--- src/shared/ssp_pkg.sv ---
// Overview of operation
// - Mode bits pick UART, SPI or I2C
// - Four pins: data in, out, clock, select
// - Master starts transfers and drives clock
// - Shift out and in at once
// - Select pin used only when enabled
// - Bit order LSB or MSB first
// - Capture edge rising or falling selectable
// - Second control and data need SPI mode
// - First control register bit layout
// - Second control register bit layout
// - Mode field decode: masters, slave, I2C
// - Idle polarity and capture edge setting
// - Busy data write ignored, sets collision
// - Early deselect flags incomplete and done
package ssp_pkg;
    localparam logic [2:0] ADDR_CTRL1  = 3'h0;
    localparam logic [2:0] ADDR_CTRL2  = 3'h1;
    localparam logic [2:0] ADDR_DATA   = 3'h2;
    localparam logic [2:0] ADDR_IRQ_ST = 3'h3;
    localparam logic [2:0] ADDR_IRQ_MK = 3'h4;
    localparam logic [7:0] CTRL1_RST   = 8'he0;
    localparam logic [7:0] CTRL2_RST   = 8'h00;
    localparam int C1_MODE_LSB = 5;
    localparam int C1_UART     = 4;
    localparam int C1_ENABLE   = 1;
    localparam int C1_INCOMP   = 0;
    localparam int C2_CPOL     = 5;
    localparam int C2_CEDGE    = 4;
    localparam int C2_MSBF     = 3;
    localparam int C2_SELEN    = 2;
    localparam int C2_WRITE_COLLISION_FLAG     = 1;
    localparam int C2_DONE     = 0;
    localparam logic [2:0] MODE_DIV4   = 3'h0;
    localparam logic [2:0] MODE_DIV16  = 3'h1;
    localparam logic [2:0] MODE_DIV64  = 3'h2;
    localparam logic [2:0] MODE_SUB    = 3'h3;
    localparam logic [2:0] MODE_TIMER  = 3'h4;
    localparam logic [2:0] MODE_SLAVE  = 3'h5;
    localparam logic [5:0] HALF_DIV4   = 6'h01;
    localparam logic [5:0] HALF_DIV16  = 6'h07;
    localparam logic [5:0] HALF_DIV64  = 6'h1f;
    localparam logic [3:0] BITS_PER_XFER = 4'h8;
endpackage : ssp_pkg

--- src/rtl/ssp_spi_port.sv ---
// The address-and-strobe port and the register addresses were decided locally.
`timescale 1ns/10ps
module ssp_spi_port (
    input  wire logic       clk_sys_i,    // 20 MHz system clock
    input  wire logic       rst_n_i,      // Async reset, active low
    input  wire logic [2:0] addr_i,       // Register address
    input  wire logic [7:0] wdata_i,      // Write data
    input  wire logic       wr_i,         // Write strobe
    input  wire logic       rd_i,         // Read strobe
    output logic      [7:0] rdata_o,      // Read data, cycle after strobe
    output logic            irq_o,        // Level interrupt
    input  wire logic       sub_tick_i,   // Sub clock half-period tick
    input  wire logic       tmr_match_i,  // Timer match pulse
    input  wire logic       sdi_i,        // Serial data in
    output logic            sdo_o,        // Serial data out
    output logic            sck_o,        // Serial clock out
    output logic            sck_oe_n_o,   // Clock drive enable, low drives
    input  wire logic       sck_i,        // Serial clock in (slave)
    input  wire logic       sel_n_i       // Select line in, slave
);
    typedef enum logic [1:0] {SSP_IDLE, SSP_LEAD, SSP_TRAIL} ssp_state_t;

    ssp_state_t  st_reg, st_next;
    logic [7:0]  c1_reg, c1_next, c2_reg, c2_next;
    logic [7:0]  sh_reg, sh_next, rd_reg, rd_next;
    logic [7:0]  mask_reg, mask_next;
    logic [1:0]  ist_reg, ist_next;
    logic [3:0]  cnt_reg, cnt_next;
    logic [5:0]  div_reg, div_next;
    logic        sck_reg, sck_next, sdo_reg, sdo_next;
    logic        mem_we;
    logic [7:0]  mem_wdata, mem_q;
    logic        s_rise, s_fall, sel_rise, sel_fall;

    wire logic [2:0] mode     = c1_reg[ssp_pkg::C1_MODE_LSB +: 3];
    wire logic       enable   = c1_reg[ssp_pkg::C1_ENABLE];
    wire logic       cpol_low = c2_reg[ssp_pkg::C2_CPOL];
    wire logic       spi_sel  = !c1_reg[ssp_pkg::C1_UART]
                                && (mode <= ssp_pkg::MODE_SLAVE);
    wire logic       is_slave = (mode == ssp_pkg::MODE_SLAVE);
    wire logic       idle_lvl = ~cpol_low;
    // Edge select set means capture on the edge that leaves the idle level
    wire logic       cap_lead = c2_reg[ssp_pkg::C2_CEDGE];
    wire logic       sel_ok   = !c2_reg[ssp_pkg::C2_SELEN] || !sel_n_i;
    wire logic       wr_data  = wr_i && addr_i == ssp_pkg::ADDR_DATA && spi_sel;
    wire logic       busy     = (st_reg != SSP_IDLE);

    function automatic logic out_bit(input logic [7:0] v, input logic msbf);
        out_bit = msbf ? v[7] : v[0];
    endfunction : out_bit

    function automatic logic [7:0] shift_in(input logic [7:0] v, input logic msbf,
                                            input logic b);
        shift_in = msbf ? {v[6:0], b} : {b, v[7:1]};
    endfunction : shift_in

    ssp_edge_det u_sck_edge (
        .clk_sys_i (clk_sys_i),
        .rst_n_i   (rst_n_i),
        .lvl_i     (sck_i),
        .rise_o    (s_rise),
        .fall_o    (s_fall)
    );

    ssp_edge_det u_sel_edge (
        .clk_sys_i (clk_sys_i),
        .rst_n_i   (rst_n_i),
        .lvl_i     (sel_n_i),
        .rise_o    (sel_rise),
        .fall_o    (sel_fall)
    );

    ssp_data_mem u_data (
        .clk_sys_i (clk_sys_i),
        .rst_n_i   (rst_n_i),
        .we_i      (mem_we),
        .wdata_i   (mem_wdata),
        .rdata_o   (mem_q)
    );

    // Half-period tick for master clock by mode
    logic tick;
    always_comb begin
        tick = 1'b0;
        if (mode == ssp_pkg::MODE_SUB) begin
            tick = sub_tick_i;
        end else if (mode == ssp_pkg::MODE_TIMER) begin
            tick = tmr_match_i; // Toggling per match gives half rate
        end else if (mode == ssp_pkg::MODE_DIV4) begin
            tick = (div_reg >= ssp_pkg::HALF_DIV4);
        end else if (mode == ssp_pkg::MODE_DIV16) begin
            tick = (div_reg >= ssp_pkg::HALF_DIV16);
        end else begin
            tick = (div_reg >= ssp_pkg::HALF_DIV64);
        end
    end

    // Leading/trailing clock edge events for the current role
    logic lead_ev, trail_ev;
    always_comb begin
        if (is_slave) begin
            lead_ev  = idle_lvl ? s_fall : s_rise;
            trail_ev = idle_lvl ? s_rise : s_fall;
        end else begin
            lead_ev  = (st_reg == SSP_LEAD) && tick;
            trail_ev = (st_reg == SSP_TRAIL) && tick;
        end
    end

    always_comb begin
        st_next   = st_reg;
        c1_next   = c1_reg;
        c2_next   = c2_reg;
        sh_next   = sh_reg;
        cnt_next  = cnt_reg;
        mask_next = mask_reg;
        ist_next  = ist_reg;
        sck_next  = idle_lvl;
        sdo_next  = sdo_reg;
        div_next  = (busy && !is_slave && !tick) ? div_reg + 6'h01 : 6'h00;
        mem_we    = 1'b0;
        mem_wdata = sh_reg;
        rd_next   = 8'h00;
        if (wr_i) begin
            if (addr_i == ssp_pkg::ADDR_CTRL1) begin
                c1_next = wdata_i;
            end else if (addr_i == ssp_pkg::ADDR_CTRL2 && spi_sel) begin
                c2_next = wdata_i;
            end else if (addr_i == ssp_pkg::ADDR_IRQ_MK) begin
                mask_next = wdata_i;
            end
        end
        if (rd_i) begin
            if (addr_i == ssp_pkg::ADDR_CTRL1) begin
                rd_next = c1_reg;
            end else if (addr_i == ssp_pkg::ADDR_CTRL2 && spi_sel) begin
                rd_next = c2_reg;
            end else if (addr_i == ssp_pkg::ADDR_DATA && spi_sel) begin
                rd_next = mem_q;
            end else if (addr_i == ssp_pkg::ADDR_IRQ_ST) begin
                rd_next  = {6'h00, ist_reg};
                ist_next = 2'h0; // Read clears; a same-cycle event still sets
            end
        end
        if (wr_data) begin
            if (busy) begin
                c2_next[ssp_pkg::C2_WRITE_COLLISION_FLAG] = 1'b1;
            end else begin
                mem_we    = 1'b1;
                mem_wdata = wdata_i;
                sh_next   = wdata_i;
                sdo_next  = out_bit(wdata_i, c2_reg[ssp_pkg::C2_MSBF]);
                cnt_next  = 4'h0;
                if (enable && !is_slave) begin
                    st_next = SSP_LEAD;
                end
            end
        end
        if (!enable || !spi_sel) begin
            st_next = SSP_IDLE;
        end else if (is_slave && !busy && sel_ok && !wr_data) begin
            if (lead_ev || trail_ev) begin
                st_next = SSP_LEAD;
            end
        end
        if (enable && spi_sel && (busy || is_slave && sel_ok)) begin
            if (!is_slave) begin
                // Edge leaves with the event, so capture sees pre-edge data
                sck_next = (st_reg == SSP_TRAIL) ? ~idle_lvl : idle_lvl;
                if (lead_ev) begin
                    st_next  = SSP_TRAIL;
                    sck_next = ~idle_lvl;
                end else if (trail_ev) begin
                    st_next  = SSP_LEAD;
                    sck_next = idle_lvl;
                end
            end
            if ((lead_ev && cap_lead) || (trail_ev && !cap_lead)) begin
                sh_next  = shift_in(sh_reg, c2_reg[ssp_pkg::C2_MSBF], sdi_i);
                cnt_next = cnt_reg + 4'h1;
                if (cnt_reg == ssp_pkg::BITS_PER_XFER - 4'h1) begin
                    mem_we    = 1'b1;
                    mem_wdata = shift_in(sh_reg, c2_reg[ssp_pkg::C2_MSBF], sdi_i);
                    // Master on leading capture still owes the last trailing edge
                    if (is_slave || trail_ev) begin
                        st_next   = SSP_IDLE;
                        ist_next[0] = 1'b1;
                        c2_next[ssp_pkg::C2_DONE] = 1'b1;
                    end
                end
            end else if (lead_ev || trail_ev) begin
                sdo_next = out_bit(sh_reg, c2_reg[ssp_pkg::C2_MSBF]);
                if (!is_slave && cnt_reg == ssp_pkg::BITS_PER_XFER) begin
                    st_next     = SSP_IDLE;
                    ist_next[0] = 1'b1;
                    c2_next[ssp_pkg::C2_DONE] = 1'b1;
                end
            end
        end
        if (is_slave && busy && c2_reg[ssp_pkg::C2_SELEN] && sel_rise && enable) begin
            st_next = SSP_IDLE;
            ist_next = 2'h3;
            c1_next[ssp_pkg::C1_INCOMP] = 1'b1;
            c2_next[ssp_pkg::C2_DONE]   = 1'b1;
        end
        if (is_slave && sel_fall && c2_reg[ssp_pkg::C2_SELEN]) begin
            cnt_next = 4'h0;
        end
    end

    always_ff @(posedge clk_sys_i or negedge rst_n_i) begin
        if (!rst_n_i) begin
            st_reg   <= SSP_IDLE;
            c1_reg   <= ssp_pkg::CTRL1_RST;
            c2_reg   <= ssp_pkg::CTRL2_RST;
            sh_reg   <= 8'h00;
            cnt_reg  <= 4'h0;
            div_reg  <= 6'h00;
            mask_reg <= 8'h00;
            ist_reg  <= 2'h0;
            sck_reg  <= 1'b1;
            sdo_reg  <= 1'b0;
            rd_reg   <= 8'h00;
        end else begin
            st_reg   <= st_next;
            c1_reg   <= c1_next;
            c2_reg   <= c2_next;
            sh_reg   <= sh_next;
            cnt_reg  <= cnt_next;
            div_reg  <= div_next;
            mask_reg <= mask_next;
            ist_reg  <= ist_next;
            sck_reg  <= sck_next;
            sdo_reg  <= sdo_next;
            rd_reg   <= rd_next;
        end
    end

    assign rdata_o    = rd_reg;
    assign sck_o      = sck_reg;
    assign sck_oe_n_o = !(enable && spi_sel && !is_slave);
    assign sdo_o      = sdo_reg;
    assign irq_o      = |(ist_reg & mask_reg[1:0]);

    property p_write_collision_flag;
        @(posedge clk_sys_i) disable iff (!rst_n_i)
        (wr_data && busy) |=> c2_reg[ssp_pkg::C2_WRITE_COLLISION_FLAG];
    endproperty
    a_write_collision_flag: assert property (p_write_collision_flag) else $error("collision flag not set");

    property p_idle_clk;
        @(posedge clk_sys_i) disable iff (!rst_n_i)
        (!enable) |=> (sck_reg == idle_lvl);
    endproperty
    a_idle_clk: assert property (p_idle_clk) else $error("clock not idle");

    property p_start;
        @(posedge clk_sys_i) disable iff (!rst_n_i)
        (wr_data && !busy && enable && !is_slave) |=> (st_reg == SSP_LEAD);
    endproperty
    a_start: assert property (p_start) else $error("master did not start");

    property p_incomp;
        @(posedge clk_sys_i) disable iff (!rst_n_i)
        (is_slave && busy && enable && c2_reg[ssp_pkg::C2_SELEN] && sel_rise)
        |=> (c1_reg[ssp_pkg::C1_INCOMP] && c2_reg[ssp_pkg::C2_DONE]);
    endproperty
    a_incomp: assert property (p_incomp) else $error("incomplete not flagged");

    property p_gate;
        @(posedge clk_sys_i) disable iff (!rst_n_i)
        (wr_i && addr_i == ssp_pkg::ADDR_CTRL2 && !spi_sel) |=> $stable(c2_reg);
    endproperty
    a_gate: assert property (p_gate) else $error("ctrl2 written outside SPI");

    property p_oe;
        @(posedge clk_sys_i) disable iff (!rst_n_i)
        is_slave |-> sck_oe_n_o;
    endproperty
    a_oe: assert property (p_oe) else $error("slave drives clock");

    property p_cnt;
        @(posedge clk_sys_i) disable iff (!rst_n_i)
        cnt_reg <= ssp_pkg::BITS_PER_XFER;
    endproperty
    a_cnt: assert property (p_cnt) else $error("bit counter overflow");

    property p_busyidle;
        @(posedge clk_sys_i) disable iff (!rst_n_i)
        (!spi_sel) |=> (st_reg == SSP_IDLE);
    endproperty
    a_busyidle: assert property (p_busyidle) else $error("busy outside SPI");

    property p_done_sticky;
        @(posedge clk_sys_i) disable iff (!rst_n_i)
        (c2_reg[ssp_pkg::C2_DONE] && !(wr_i && addr_i == ssp_pkg::ADDR_CTRL2))
        |=> c2_reg[ssp_pkg::C2_DONE];
    endproperty
    a_done_sticky: assert property (p_done_sticky) else $error("done flag lost");

    property p_write_collision_flag_sticky;
        @(posedge clk_sys_i) disable iff (!rst_n_i)
        (c2_reg[ssp_pkg::C2_WRITE_COLLISION_FLAG] && !(wr_i && addr_i == ssp_pkg::ADDR_CTRL2))
        |=> c2_reg[ssp_pkg::C2_WRITE_COLLISION_FLAG];
    endproperty
    a_write_collision_flag_sticky: assert property (p_write_collision_flag_sticky) else $error("collision flag lost");

    property p_sel_gate;
        @(posedge clk_sys_i) disable iff (!rst_n_i)
        (is_slave && c2_reg[ssp_pkg::C2_SELEN] && sel_n_i && !busy) |=> (st_reg == SSP_IDLE);
    endproperty
    a_sel_gate: assert property (p_sel_gate) else $error("slave started unselected");
endmodule : ssp_spi_port

--- src/rtl/ssp_data_mem.sv ---
`timescale 1ns/10ps
// Data byte holder with registered read-back
module ssp_data_mem (
    input  wire logic       clk_sys_i,  // System clock
    input  wire logic       rst_n_i,    // Async reset
    input  wire logic       we_i,       // Write enable
    input  wire logic [7:0] wdata_i,    // Write data
    output logic      [7:0] rdata_o     // Stored byte
);
    logic [7:0] mem_reg;
    logic [7:0] mem_next;

    always_comb begin
        mem_next = we_i ? wdata_i : mem_reg;
    end

    always_ff @(posedge clk_sys_i or negedge rst_n_i) begin
        if (!rst_n_i) begin
            mem_reg <= 8'h00;
        end else begin
            mem_reg <= mem_next;
        end
    end

    assign rdata_o = mem_reg;
endmodule : ssp_data_mem

--- src/rtl/ssp_edge_det.sv ---
`timescale 1ns/10ps
// Edge detector on a synchronous input level
module ssp_edge_det (
    input  wire logic clk_sys_i,  // System clock
    input  wire logic rst_n_i,    // Async reset
    input  wire logic lvl_i,      // Level to watch
    output logic      rise_o,     // Rising edge pulse
    output logic      fall_o      // Falling edge pulse
);
    logic prev_reg;
    logic prev_next;

    always_comb begin
        prev_next = lvl_i;
    end

    always_ff @(posedge clk_sys_i or negedge rst_n_i) begin
        if (!rst_n_i) begin
            prev_reg <= 1'b1; // Watched pins idle high; avoids a false edge after reset
        end else begin
            prev_reg <= prev_next;
        end
    end

    assign rise_o = lvl_i & ~prev_reg;
    assign fall_o = ~lvl_i & prev_reg;
endmodule : ssp_edge_det

--- config.mk ---
export PLATFORM = sky130hd
export DESIGN_NAME = ssp_spi_port
export DESIGN_NICKNAME = d
export VERILOG_FILES = /design/src/shared/ssp_pkg.sv /design/src/rtl/ssp_spi_port.sv /design/src/rtl/ssp_data_mem.sv /design/src/rtl/ssp_edge_det.sv
export SDC_FILE = /design/constraint.sdc
export NUM_CORES = 1
export LEC_CHECK = 0
export ABC_AREA = 1
export BUFFER_PORTS_ARGS = -buffer_cell sky130_fd_sc_hd__buf_4
export CORE_MARGIN = 8
export CORE_UTILIZATION = 53
export CTS_BUF_LIST = sky130_fd_sc_hd__clkbuf_16
export DETAILED_ROUTE_END_ITERATION = 7
export PLACE_DENSITY = 0.85
export SLEW_MARGIN = 20
export SYNTH_ARGS = -nofsm -noshare
export SYNTH_HDL_FRONTEND = slang
export SYNTH_SLANG_ARGS = --single-unit
--- constraint.sdc ---
create_clock -name clk_sys_i -period 1.94 [get_ports clk_sys_i]
set_input_delay 0.291 -clock clk_sys_i [delete_from_list [all_inputs] [get_ports clk_sys_i]]
set_output_delay 0.291 -clock clk_sys_i [all_outputs]
set_load 0.1 [all_outputs]
==> results of run 1 <==
worst max path at each step:
stage | slack (ns) | endpoint | cells after the start
floorplan | 0.02 | st_reg[1]$_DFF_PN0_ | 17
global placement | -0.12 | st_reg[1]$_DFF_PN0_ | 17
detailed placement | -0.21 | st_reg[1]$_DFF_PN0_ | 16
CTS | -0.14 | st_reg[1]$_DFF_PN0_ | 16
global route | -0.40 | u_data.rdata_o[5]$_DFFE_PN0P_ | 11
finish | -0.38 | u_data.rdata_o[5]$_DFFE_PN0P_ | 11
through the flow:
| stage | TNS, ns | utilization [%] |
|---|---|---|
| after CTS | -2.03 | 73.4 |
| after detailed placement | -3.37 | 63.0 |
| after global routing | -8.29 | 77.2 |
| after global placement | -0.958 | 63.0 |
| after floorplan | 0 | - |
| final | -6.90 | 77.2 |
area by class of cell:
type                       instances  area, µm²
clock inverter                     7       60.1
clock buffer                       9        225
fill                             359       1360
timing repair buffer              86        673
inverter                          56        226
sequential                        60       1510
tap                               75       93.8
multi-input combinational        305       1810
synthesized netlist by cell type (all sizes together):
| cell type | n | area share, % |
|---|---|---|
| o21bai | 1 | 0.23 |
| a22o | 1 | 0.27 |
| o21ai | 40 | 6.1 |
| nor3 | 5 | 0.91 |
| nand2 | 135 | 16 |
| buf | 5 | 1.0 |
| a221oi | 2 | 0.53 |
| nor3b | 2 | 0.46 |
| a21oi | 10 | 1.5 |
| nand3 | 39 | 6.8 |
| clkbuf | 5 | 0.57 |
| a211oi | 1 | 0.23 |
| o211ai | 15 | 3.4 |
| nor2 | 30 | 4.1 |
| xor2 | 4 | 1.1 |
| nor4 | 2 | 0.38 |
| dfstp | 6 | 4.8 |
| inv | 56 | 6.4 |
| nand4 | 6 | 1.1 |
| o221ai | 2 | 0.53 |
| dfrtp | 54 | 41 |
| nand3b | 2 | 0.46 |
| o41ai | 1 | 0.27 |
| ha | 5 | 1.9 |
cells by family (layout without fill, tap and decap cells):
kind of cell | after synthesis | count (layout)
flip-flops | 60 | 60
adder cells (fa/ha/maj) | 5 | 5
XOR/XNOR | 4 | 4
AO/OA/AOI/OAI | 73 | 73
buffers and inverters | 66 | 158
AND/OR/NAND/NOR | 221 | 223
per-layer routing:
layer | track usage (%) | vias to the layer above | wire length, µm
li1 | - | 1598 | -
met4 | 15.5 | 0 | 719
met2 | 38.1 | 304 | 5770
met3 | 5.56 | 87 | 1100
met5 | 0 | - | 0
met1 | 26.9 | 1783 | 4210
what timing repair did:
action / 4_1_cts / 5_1_grt
pin swaps: 16 / 13
gates resized for setup: 50 / 35
setup buffers: 21 / 10
cloned: 2 / 0
setup endpoints to repair: 27 / 36
power by group:
group | leakage [nW] | internal, mW | switching (mW) | total [mW]
combinational | 1.43 | 0.463 | 0.872 | 1.33
clock | 0.149 | 0.976 | 0.568 | 1.54
sequential | 0.752 | 1.48 | 0.222 | 1.71
worst max-delay path, cell delays in order, from the launching register on:
cell and delay [ns]:
dfstp_2 0.57, inv_2 0.07, nor3_1 0.30, nand2_1 0.21, nand2_4 0.16, nand2_4 0.06, nand2_4 0.10, nand3_4 0.10
nand2_8 0.14, nand3_2 0.16, nand3_1 0.19, nand3_2 0.11
==> summary.txt, run 1 <==
Global route
  – Grt total ovfl: 0
  – Overall fraction of global-route tracks in use: a little under a quarter
  – Largest net degree at the start of global routing: 61
  – Number of global-route vias before repair: 3,454
  – First-pass GRT wire length: 16,400 µm
  – Number of antenna violations at the first check in global routing: 0

Setup path
  – Critical path endpoint category: flip-flop
  – Worst reg-to-reg setup slack: -0.38 ns
  – Worst R2R End: u_data.rdata_o[5]$_DFFE_PN0P_
  – Arrival time worst endpoint: 2.51 ns
  – Worst setup path startpoint: c1_reg[6]$_DFFE_PN1P_
  – Reg2Reg Launch Point: c1_reg[6]$_DFFE_PN1P_
  – Crit path kind: flip-flop to flip-flop
  – Maximum fanout count along the critical path: 7
  – Startpoint Class: flip-flop
  – Data required time at the worst endpoint: approximately 2.1 ns
  – Worst R2R Path Depth: 11

Drt
  – Detailed-route vias per instance: 6.31
  – Number of design-rule violations left by the first detailed-router iteration: 338
  – Total Routed Length: 11,800 µm
  – Total number of vias: approximately 3,800
  – Detailed-route wire length per cell: 19.7 µm
  – TritonRoute pass-1 iters: 7
  – # DRC: 0
  – Post-route ant nets: 0

Clock network
  – Clk_lat worst skew: between 0.3 and 0.4 ns
  – Clock tree from TritonCTS: built
  – Number of sinks handled by clock tree synthesis: 60
  – Buffer depth of the longest clock path: 2
  – Clock tree root driver cell: clkbuf_16
  – Clock buffer count from CTS: 9
  – CTS clk-pin slew, worst paths: 0.05 ns
  – Hold-fix buffer count after cts: 0
  – H-Tree Depth: 3

Finish
  – Leading cell type in the layout, fill and taps excluded: nand2_1
  – Layout cell share with drive strength beyond 1: 34.4%
  – Post-route insts no fill: 598
  – Commonest non-fill, non-tap cells in the layout: 109 x nand2_1, 81 x buf_4, 52 x dfrtp_1
  – Cell area after layout: 4600 µm²
  – Diodes inserted: 0
  – Count of nets after finishing: roughly 540
  – Area growth, synth to finish: 39.8%

STA
  – Final slew viol count: 0
  – Unrepaired setup endpoints after global routing: true
  – Min setup slack post-route: -0.376 ns
  – Final cycle utilization of the critical path: 119%
  – Peak Freq: 432 MHz
  – Tightest slew margin relative to the limit: 49.2%
  – Fin. Hold Viols: 0
  – Worst setup skew after layout: 0.00603 ns
  – Minimum clock period: 2.32 ns
  – Transition time of the tightest slew-check pin: approximately 0.76 ns
  – Final setup violation count: 28
  – Worst Hold Slack: between 0.02 and 0.03 ns

Logic synthesis
  – Post-Syn Nets: 454
  – Register area share after synthesis: 45.9%
  – Yosys reg bits: 60
  – Xor/xnor cell area share of the yosys netlist: 1.07%
  – Syn Inst Count: 429
  – Mux cell area share after synthesis: 0%
  – Synth Area in Simple Gates: 30.1%
  – Number of different library cells in the post-synthesis netlist: 34
  – Largest family of logic cells by synthesized area: simple AND/OR/NAND/NOR gates
  – Mean Syn Cell Area: 7.66 µm²
  – Compound-cell area share of the yosys netlist: about an eighth
  – Combined area of all synthesized cells: roughly 3300 µm²
  – Arithmetic-cell share of the synthesized area counting full adders, half adders and majority gates: 1.90%
  – Total number of yosys warnings: 0

Floorplan
  – Count of boundary I/O pins: 32
  – Die Width: between 90 and 100 µm
  – Initial core utilization: 55.2%
  – Area enclosed by the die boundary: 8980 µm²
  – Placeable Area: roughly 6000 µm²
  – Die Span Y: 94.8 µm
  – Row count: 28

Power and ir drop
  – P_leak: roughly 2.3 nW
  – Maximum vdd ir drop: around 0.94 mV
  – Overall power of the completed layout: 4.59 mW
  – Power density cells: 998 nW/µm²

Placed design
  – Placed Instance Area: between 3000 and 4000 µm²
  – Global placer's final weighted congestion: 0.937
  – HPWL after detailed placement: 6360 µm
  – Placed cell count: 550
  – Input/output buffers: 31
  – Pre-CTS setup slack: -0.213 ns

Outcome
  – Outcome: complete, but fails checks
  – Violated checks: setup timing

Worst hold path
  – HP Class: input port to async pin

Flow run
  – Total of max-cap violations: 0
Note: power is estimated with default switching activity, not from simulation.
==> inputs of run 2 (changes only) <==
CORE_UTILIZATION = 45   (was 53)
PLACE_DENSITY = 0.76   (was 0.85)
==> run 2 against run 1 <==
The flow still finishes with violations (setup timing). Sequential share of layout area grew 0.76 points. Count of clock-buffer cells in the layout unchanged. Routed wire length shrank 21%. Sequential power hardly changed. Design area shrank 2.3%. Clock skew is 0.0038 ns higher. Core utilization is 15 points lower. Total power down 5.2%. Non-clock buffer count decreased by 13. Register-to-register slack better by 0.24 ns. Critical path depth rose by 3. Worst hold slack got worse by 0.0050 ns. Critical path type unchanged. Critical endpoint is now div_reg[3]$_DFF_PN0_. Highest routed layer unchanged.
==> summary.txt, run 2 (synthesis gave the netlist of run 1 again) <==
Outcome
  – Outcome: complete, but fails checks (unchanged)
  – Violated checks: setup timing (unchanged)

Floorplan
  – Row count: 31 (was 28)
  – Die Span Y: 101 µm (was 94.8 µm)
  – Count of boundary I/O pins: 32 (unchanged)
  – Initial core utilization: 45.8% (was 55.2%)
  – Placeable Area: 7180 µm² (was 5960 µm²)
  – Area enclosed by the die boundary: 10,300 µm² (was 8980 µm²)
  – Die Width: 101 µm (was 94.8 µm)

Setup path
  – Worst reg-to-reg setup slack: -0.14 ns (was -0.38 ns)
  – Worst R2R Path Depth: 14 (was 11)
  – Arrival time worst endpoint: 2.33 ns (was 2.51 ns)
  – Startpoint Class: flip-flop (unchanged)
  – Data required time at the worst endpoint: 2.20 ns (was 2.14 ns)
  – Maximum fanout count along the critical path: 6 (was 7)
  – Critical path endpoint category: flip-flop (unchanged)
  – Crit path kind: flip-flop to flip-flop (unchanged)

Drt
  – Total Routed Length: 9370 µm (was 11,800 µm)
  – Number of design-rule violations left by the first detailed-router iteration: 213 (was 338)
  – Post-route ant nets: 0 (unchanged)
  – Total number of vias: 3,242 (was 3,772)
  – Detailed-route wire length per cell: 15.4 µm (was 19.7 µm)
  – TritonRoute pass-1 iters: 5 (was 7)
  – Detailed-route vias per instance: 5.32 (was 6.31)
  – # DRC: 0 (unchanged)

Clock network
  – Hold-fix buffer count after cts: 0 (unchanged)
  – CTS clk-pin slew, worst paths: 0.05 ns (about the same)
  – H-Tree Depth: 3 (unchanged)
  – Number of sinks handled by clock tree synthesis: 60 (unchanged)
  – Clock buffer count from CTS: 9 (unchanged)
  – Clock tree root driver cell: clkbuf_16 (unchanged)
  – Clk_lat worst skew: 0.34 ns (was 0.33 ns)
  – Buffer depth of the longest clock path: 2 (unchanged)
  – Clock tree from TritonCTS: built (unchanged)

Power and ir drop
  – Overall power of the completed layout: 4.35 mW (was 4.59 mW)
  – Maximum vdd ir drop: 0.628 mV (was 0.940 mV)
  – P_leak: 2.23 nW (was 2.33 nW)
  – Power density cells: 969 nW/µm² (was 998 nW/µm²)

Global route
  – Number of antenna violations at the first check in global routing: 0 (unchanged)
  – First-pass GRT wire length: 14,800 µm (was 16,400 µm)
  – Overall fraction of global-route tracks in use: 18.5% (was 23.3%)
  – Number of global-route vias before repair: 3,164 (was 3,454)
  – Largest net degree at the start of global routing: 61 (unchanged)
  – Grt total ovfl: 0 (unchanged)

STA
  – Transition time of the tightest slew-check pin: 0.764 ns (was 0.763 ns)
  – Min setup slack post-route: -0.138 ns (was -0.376 ns)
  – Minimum clock period: 2.08 ns (was 2.32 ns)
  – Total negative setup slack: -2.97 ns (was -6.90 ns)
  – Final slew viol count: 0 (unchanged)
  – Worst setup skew after layout: 0.00980 ns (was 0.00603 ns)
  – Fin. Hold Viols: 0 (unchanged)
  – Final cycle utilization of the critical path: 107% (was 119%)
  – Worst Hold Slack: 0.0228 ns (was 0.0278 ns)
  – Unrepaired setup endpoints after global routing: true (unchanged)
  – Peak Freq: 481 MHz (was 432 MHz)
  – Tightest slew margin relative to the limit: 49.0% (was 49.2%)
  – Final setup violation count: 33 (was 28)

Flow run
  – Total of max-cap violations: 0 (unchanged)

Worst hold path
  – HP Class: input port to async pin (unchanged)

Finish
  – Final Util: 62.6% (was 77.2%)
  – Area growth, synth to finish: 36.5% (was 39.8%)
  – Final-layout fill cell count: 599 (was 359)
  – Diodes inserted: 0 (unchanged)
  – Count of nets after finishing: 531 (was 543)
  – Layout cell share with drive strength beyond 1: 29.4% (was 34.4%)
  – Leading cell type in the layout, fill and taps excluded: nand2_1 (unchanged)
  – Commonest non-fill, non-tap cells in the layout: 114 x nand2_1, 65 x buf_4, 53 x dfrtp_1 (was 109 x nand2_1, 81 x buf_4, 52 x dfrtp_1)

Placed design
  – Global placer's final weighted congestion: 0.897 (was 0.937)
  – Pre-CTS setup slack: -0.151 ns (was -0.213 ns)
  – HPWL after detailed placement: 6310 µm (was 6360 µm)
  – Input/output buffers: 31 (unchanged)
run 2: changes by cell type in the layout (fill, tap and decap cells not counted), sizes merged:
cell      previous run  this run
clkinvlp             1         3
inv                 57        56
buf                 86        73
clkinv               4         3
bufinv               1         0
nand2              135       136
run 2: through the flow:
step	cell area [µm²]	instances
2_1_floorplan	3290	429
3_3_place_gp	3790	575
3_5_place_dp	3790	575
4_1_cts	4260	600
5_1_grt	4490	609
6_report	4490	609
run 2: layout make-up:
class / count / area, µm² / share of cell area, %
clock buffer: 9 / 225 / 5.02
sequential: 60 / 1510 / 33.6
clock inverter: 6 / 33.8 / 0.753
multi-input combinational: 306 / 1760 / 39.2
inverter: 56 / 224 / 4.99
tap: 99 / 124 / 2.76
timing repair buffer: 73 / 613 / 13.7
run 2: path summary, 6_finish.rpt:
check | start | end
max | div_reg[0]$_DFF_PN0_ | div_reg[3]$_DFF_PN0_
min | rst_n_i | div_reg[3]$_DFF_PN0_
max reg2reg | div_reg[0]$_DFF_PN0_ | div_reg[3]$_DFF_PN0_
min reg2reg | c1_reg[3]$_DFFE_PN0P_ | c1_reg[3]$_DFFE_PN0P_
max in group asynchronous | rst_n_i | div_reg[0]$_DFF_PN0_
min in group clk_sys_i | sck_i | u_sck_edge.prev_reg$_DFF_PN1_
run 2: worst max-delay path, stage by stage, from the launching register on:
cell and delay, ns:
dfrtp_2 0.45, buf_6 0.14, inv_2 0.04, ha_2 0.15, nand3b_1 0.08, o21ai_1 0.18
nand2_1 0.08, nand2_2 0.09, buf_4 0.11, buf_4 0.09, buf_4 0.09, buf_4 0.09
nand4_1 0.10, buf_6 0.17, nor3b_2 0.15
run 2: what timing repair did:
action                     4_1_cts  5_1_grt
pin swaps                       12       14
cloned                           3        0
setup endpoints to repair       26       41
resized for setup               32       38
buffers inserted                 7        9
hold endpoints to repair         0        0
run 2: power breakdown:
part | leakage (nW) | switching (mW) | internal [mW] | total, mW
clock network | 0.128 | 0.575 | 0.843 | 1.42
registers | 0.754 | 0.204 | 1.48 | 1.69
logic | 1.34 | 0.788 | 0.456 | 1.24
run 2: routing by layer:
metal  GRT usage, %  part of all wire, %  routed length [µm]  up-vias
met5              0                    0                   0        -
met4           8.36                  2.7                 255        0
met3           5.29                  7.3                 680       21
met2           29.7                   48                4540      119
met1           22.5                   42                3900     1535
li1               -                    -                   -     1567
==> inputs of run 3 (changes only) <==
PLACE_DENSITY = unset   (was 0.76)
PLACE_DENSITY_LB_ADDON = 0.3   (was unset)
==> run 3 against run 2 <==
The run still ends with setup timing left. Clock skew decreased by 0.0035 ns. Via count decreased by 1.4%. Die area unchanged. Critical path type unchanged. Critical endpoint is now cnt_reg[3]$_DFF_PN0_. Largest cell class unchanged.
==> summary.txt, run 3 (synthesis gave the netlist of run 1 again) <==
Drt
  – Detailed-route wire length per cell: 14.7 µm (was 15.4 µm)
  – Post-route ant nets: 0 (unchanged)
  – Total number of vias: 3,198 (was 3,242)
  – Number of design-rule violations left by the first detailed-router iteration: 191 (was 213)
  – TritonRoute pass-1 iters: 7 (was 5)
  – Total Routed Length: 8950 µm (was 9370 µm)
  – # DRC: 0 (unchanged)
  – Detailed-route vias per instance: 5.27 (was 5.32)

Finish
  – Leading cell type in the layout, fill and taps excluded: nand2_1 (unchanged)
  – Commonest non-fill, non-tap cells in the layout: 120 x nand2_1, 66 x buf_4, 54 x dfrtp_1 (was 114 x nand2_1, 65 x buf_4, 53 x dfrtp_1)
  – Diodes inserted: 0 (unchanged)
  – Count of nets after finishing: 528 (was 531)
  – Final Util: 61.4% (was 62.6%)
  – Layout cell share with drive strength beyond 1: 27.2% (was 29.4%)
  – Area growth, synth to finish: 34.1% (was 36.5%)

Clock network
  – Clk_lat worst skew: 0.33 ns (was 0.34 ns)
  – Buffer depth of the longest clock path: 2 (unchanged)
  – Clock buffer count from CTS: 9 (unchanged)
  – Clock tree from TritonCTS: built (unchanged)
  – Clock tree root driver cell: clkbuf_16 (unchanged)
  – Number of sinks handled by clock tree synthesis: 60 (unchanged)
  – CTS clk-pin slew, worst paths: 0.05 ns (about the same)
  – H-Tree Depth: 3 (unchanged)

Outcome
  – Outcome: complete, but fails checks (unchanged)
  – Violated checks: setup timing (unchanged)

STA
  – Transition time of the tightest slew-check pin: 0.751 ns (was 0.764 ns)
  – Peak Freq: 471 MHz (was 481 MHz)
  – Total negative setup slack: -3.19 ns (was -2.97 ns)
  – Final cycle utilization of the critical path: 110% (was 107%)
  – Fin. Hold Viols: 0 (unchanged)
  – Worst setup skew after layout: 0.00630 ns (was 0.00980 ns)
  – Final slew viol count: 0 (unchanged)
  – Minimum clock period: 2.12 ns (was 2.08 ns)
  – Final setup violation count: 27 (was 33)
  – Min setup slack post-route: -0.185 ns (was -0.138 ns)
  – Tightest slew margin relative to the limit: 50.0% (was 49.0%)
  – Unrepaired setup endpoints after global routing: true (unchanged)

Global route
  – Number of global-route vias before repair: 3,080 (was 3,164)
  – Overall fraction of global-route tracks in use: 18.3% (was 18.5%)
  – First-pass GRT wire length: 14,800 µm (about the same)
  – Number of antenna violations at the first check in global routing: 0 (unchanged)
  – Grt total ovfl: 0 (unchanged)
  – Largest net degree at the start of global routing: 61 (unchanged)

Setup path
  – Maximum fanout count along the critical path: 6 (unchanged)
  – Crit path kind: flip-flop to flip-flop (unchanged)
  – Critical path endpoint category: flip-flop (unchanged)
  – Data required time at the worst endpoint: 2.14 ns (was 2.20 ns)
  – Worst setup path startpoint: c1_reg[5]$_DFFE_PN1P_ (was div_reg[0]$_DFF_PN0_)
  – Worst reg-to-reg setup slack: -0.18 ns (was -0.14 ns)
  – Reg2Reg Launch Point: c1_reg[5]$_DFFE_PN1P_ (was div_reg[0]$_DFF_PN0_)
  – Arrival time worst endpoint: 2.33 ns (about the same)
  – Startpoint Class: flip-flop (unchanged)

Floorplan
  – Count of boundary I/O pins: 32 (unchanged)
  – Die Span Y: 101 µm (unchanged)
  – Placeable Area: 7180 µm² (unchanged)
  – Area enclosed by the die boundary: 10,300 µm² (unchanged)
  – Die Width: 101 µm (unchanged)
  – Initial core utilization: 45.8% (unchanged)
  – Row count: 31 (unchanged)

Flow run
  – Total of max-cap violations: 0 (unchanged)

Power and ir drop
  – P_leak: 2.20 nW (was 2.23 nW)
  – Overall power of the completed layout: 4.42 mW (was 4.35 mW)
  – Power density cells: 1000 nW/µm² (was 969 nW/µm²)
  – Maximum vdd ir drop: 0.592 mV (was 0.628 mV)

Placed design
  – Input/output buffers: 31 (unchanged)
  – Global placer's final weighted congestion: 0.901 (was 0.897)
  – HPWL after detailed placement: 6120 µm (was 6310 µm)

Worst hold path
  – HP Class: input port to async pin (unchanged)
## run 3: final cells by class
cell class                 count  area [µm²]
sequential                    60        1510
fill                         621        2770
multi-input combinational    305        1720
tap                           99         124
inverter                      56         215
clock inverter                 7        58.8
timing repair buffer          71         561
clock buffer                   9         225
## run 3: path summary, 6_finish.rpt
| check | end | cells after the start |
|---|---|---|
| worst max register to register | cnt_reg[3]$_DFF_PN0_ | 12 |
| worst max-delay path | cnt_reg[3]$_DFF_PN0_ | 12 |
| worst min-delay path | div_reg[2]$_DFF_PN0_ | 1 |
| worst min register to register | c2_reg[6]$_DFFE_PN0P_ | 2 |
| max in group asynchronous | c1_reg[2]$_DFFE_PN0P_ | 1 |
| min in group clk_sys_i | u_sck_edge.prev_reg$_DFF_PN1_ | 1 |
## run 3: what timing repair did
item,CTS,global route
setup buffers,11,4
gates cloned,2,0
endpoints found under the setup margin,26,32
hold buffers,0,0
resized for setup,17,40
pin swaps,7,22
## run 3: report_power, final
part / total [mW] / leakage [nW] / switching (mW) / internal (mW)
Combinational: 1.21 / 1.31 / 0.769 / 0.444
Sequential: 1.68 / 0.756 / 0.197 / 1.48
Clock: 1.52 / 0.141 / 0.549 / 0.974
## run 3: worst max-delay path: stages, from the launching register on
cell	delay, ns
dfstp_2	0.54
inv_2	0.05
nor3_2	0.14
buf_4	0.16
inv_4	0.03
buf_4	0.16
a21oi_1	0.17
o21ai_2	0.13
nand3_4	0.14
nand2_8	0.10
buf_4	0.15
o21ai_0	0.14
a21oi_1	0.09
## run 3: per-stage QoR
stage                     setup slack (ns)  std cells  area [µm²]  hold slack [ns]
after floorplan                     0.0174        429        3290         -0.00459
after global placement             -0.0978        574        3780            0.402
after detailed placement            -0.170        574        3780            0.405
after CTS                          -0.0836        603        4220           0.0591
after global routing                -0.315        607        4410           0.0835
final                               -0.185        607        4410           0.0349
## run 3: routing by layer
metal  up-vias  global-route usage [%]  routed length [µm]
met5         -                       0                   0
met4         0                    10.2                 293
met3        26                    3.92                 480
met2        98                    28.4                4230
met1      1518                    23.1                3940
li1       1556                       -                   -
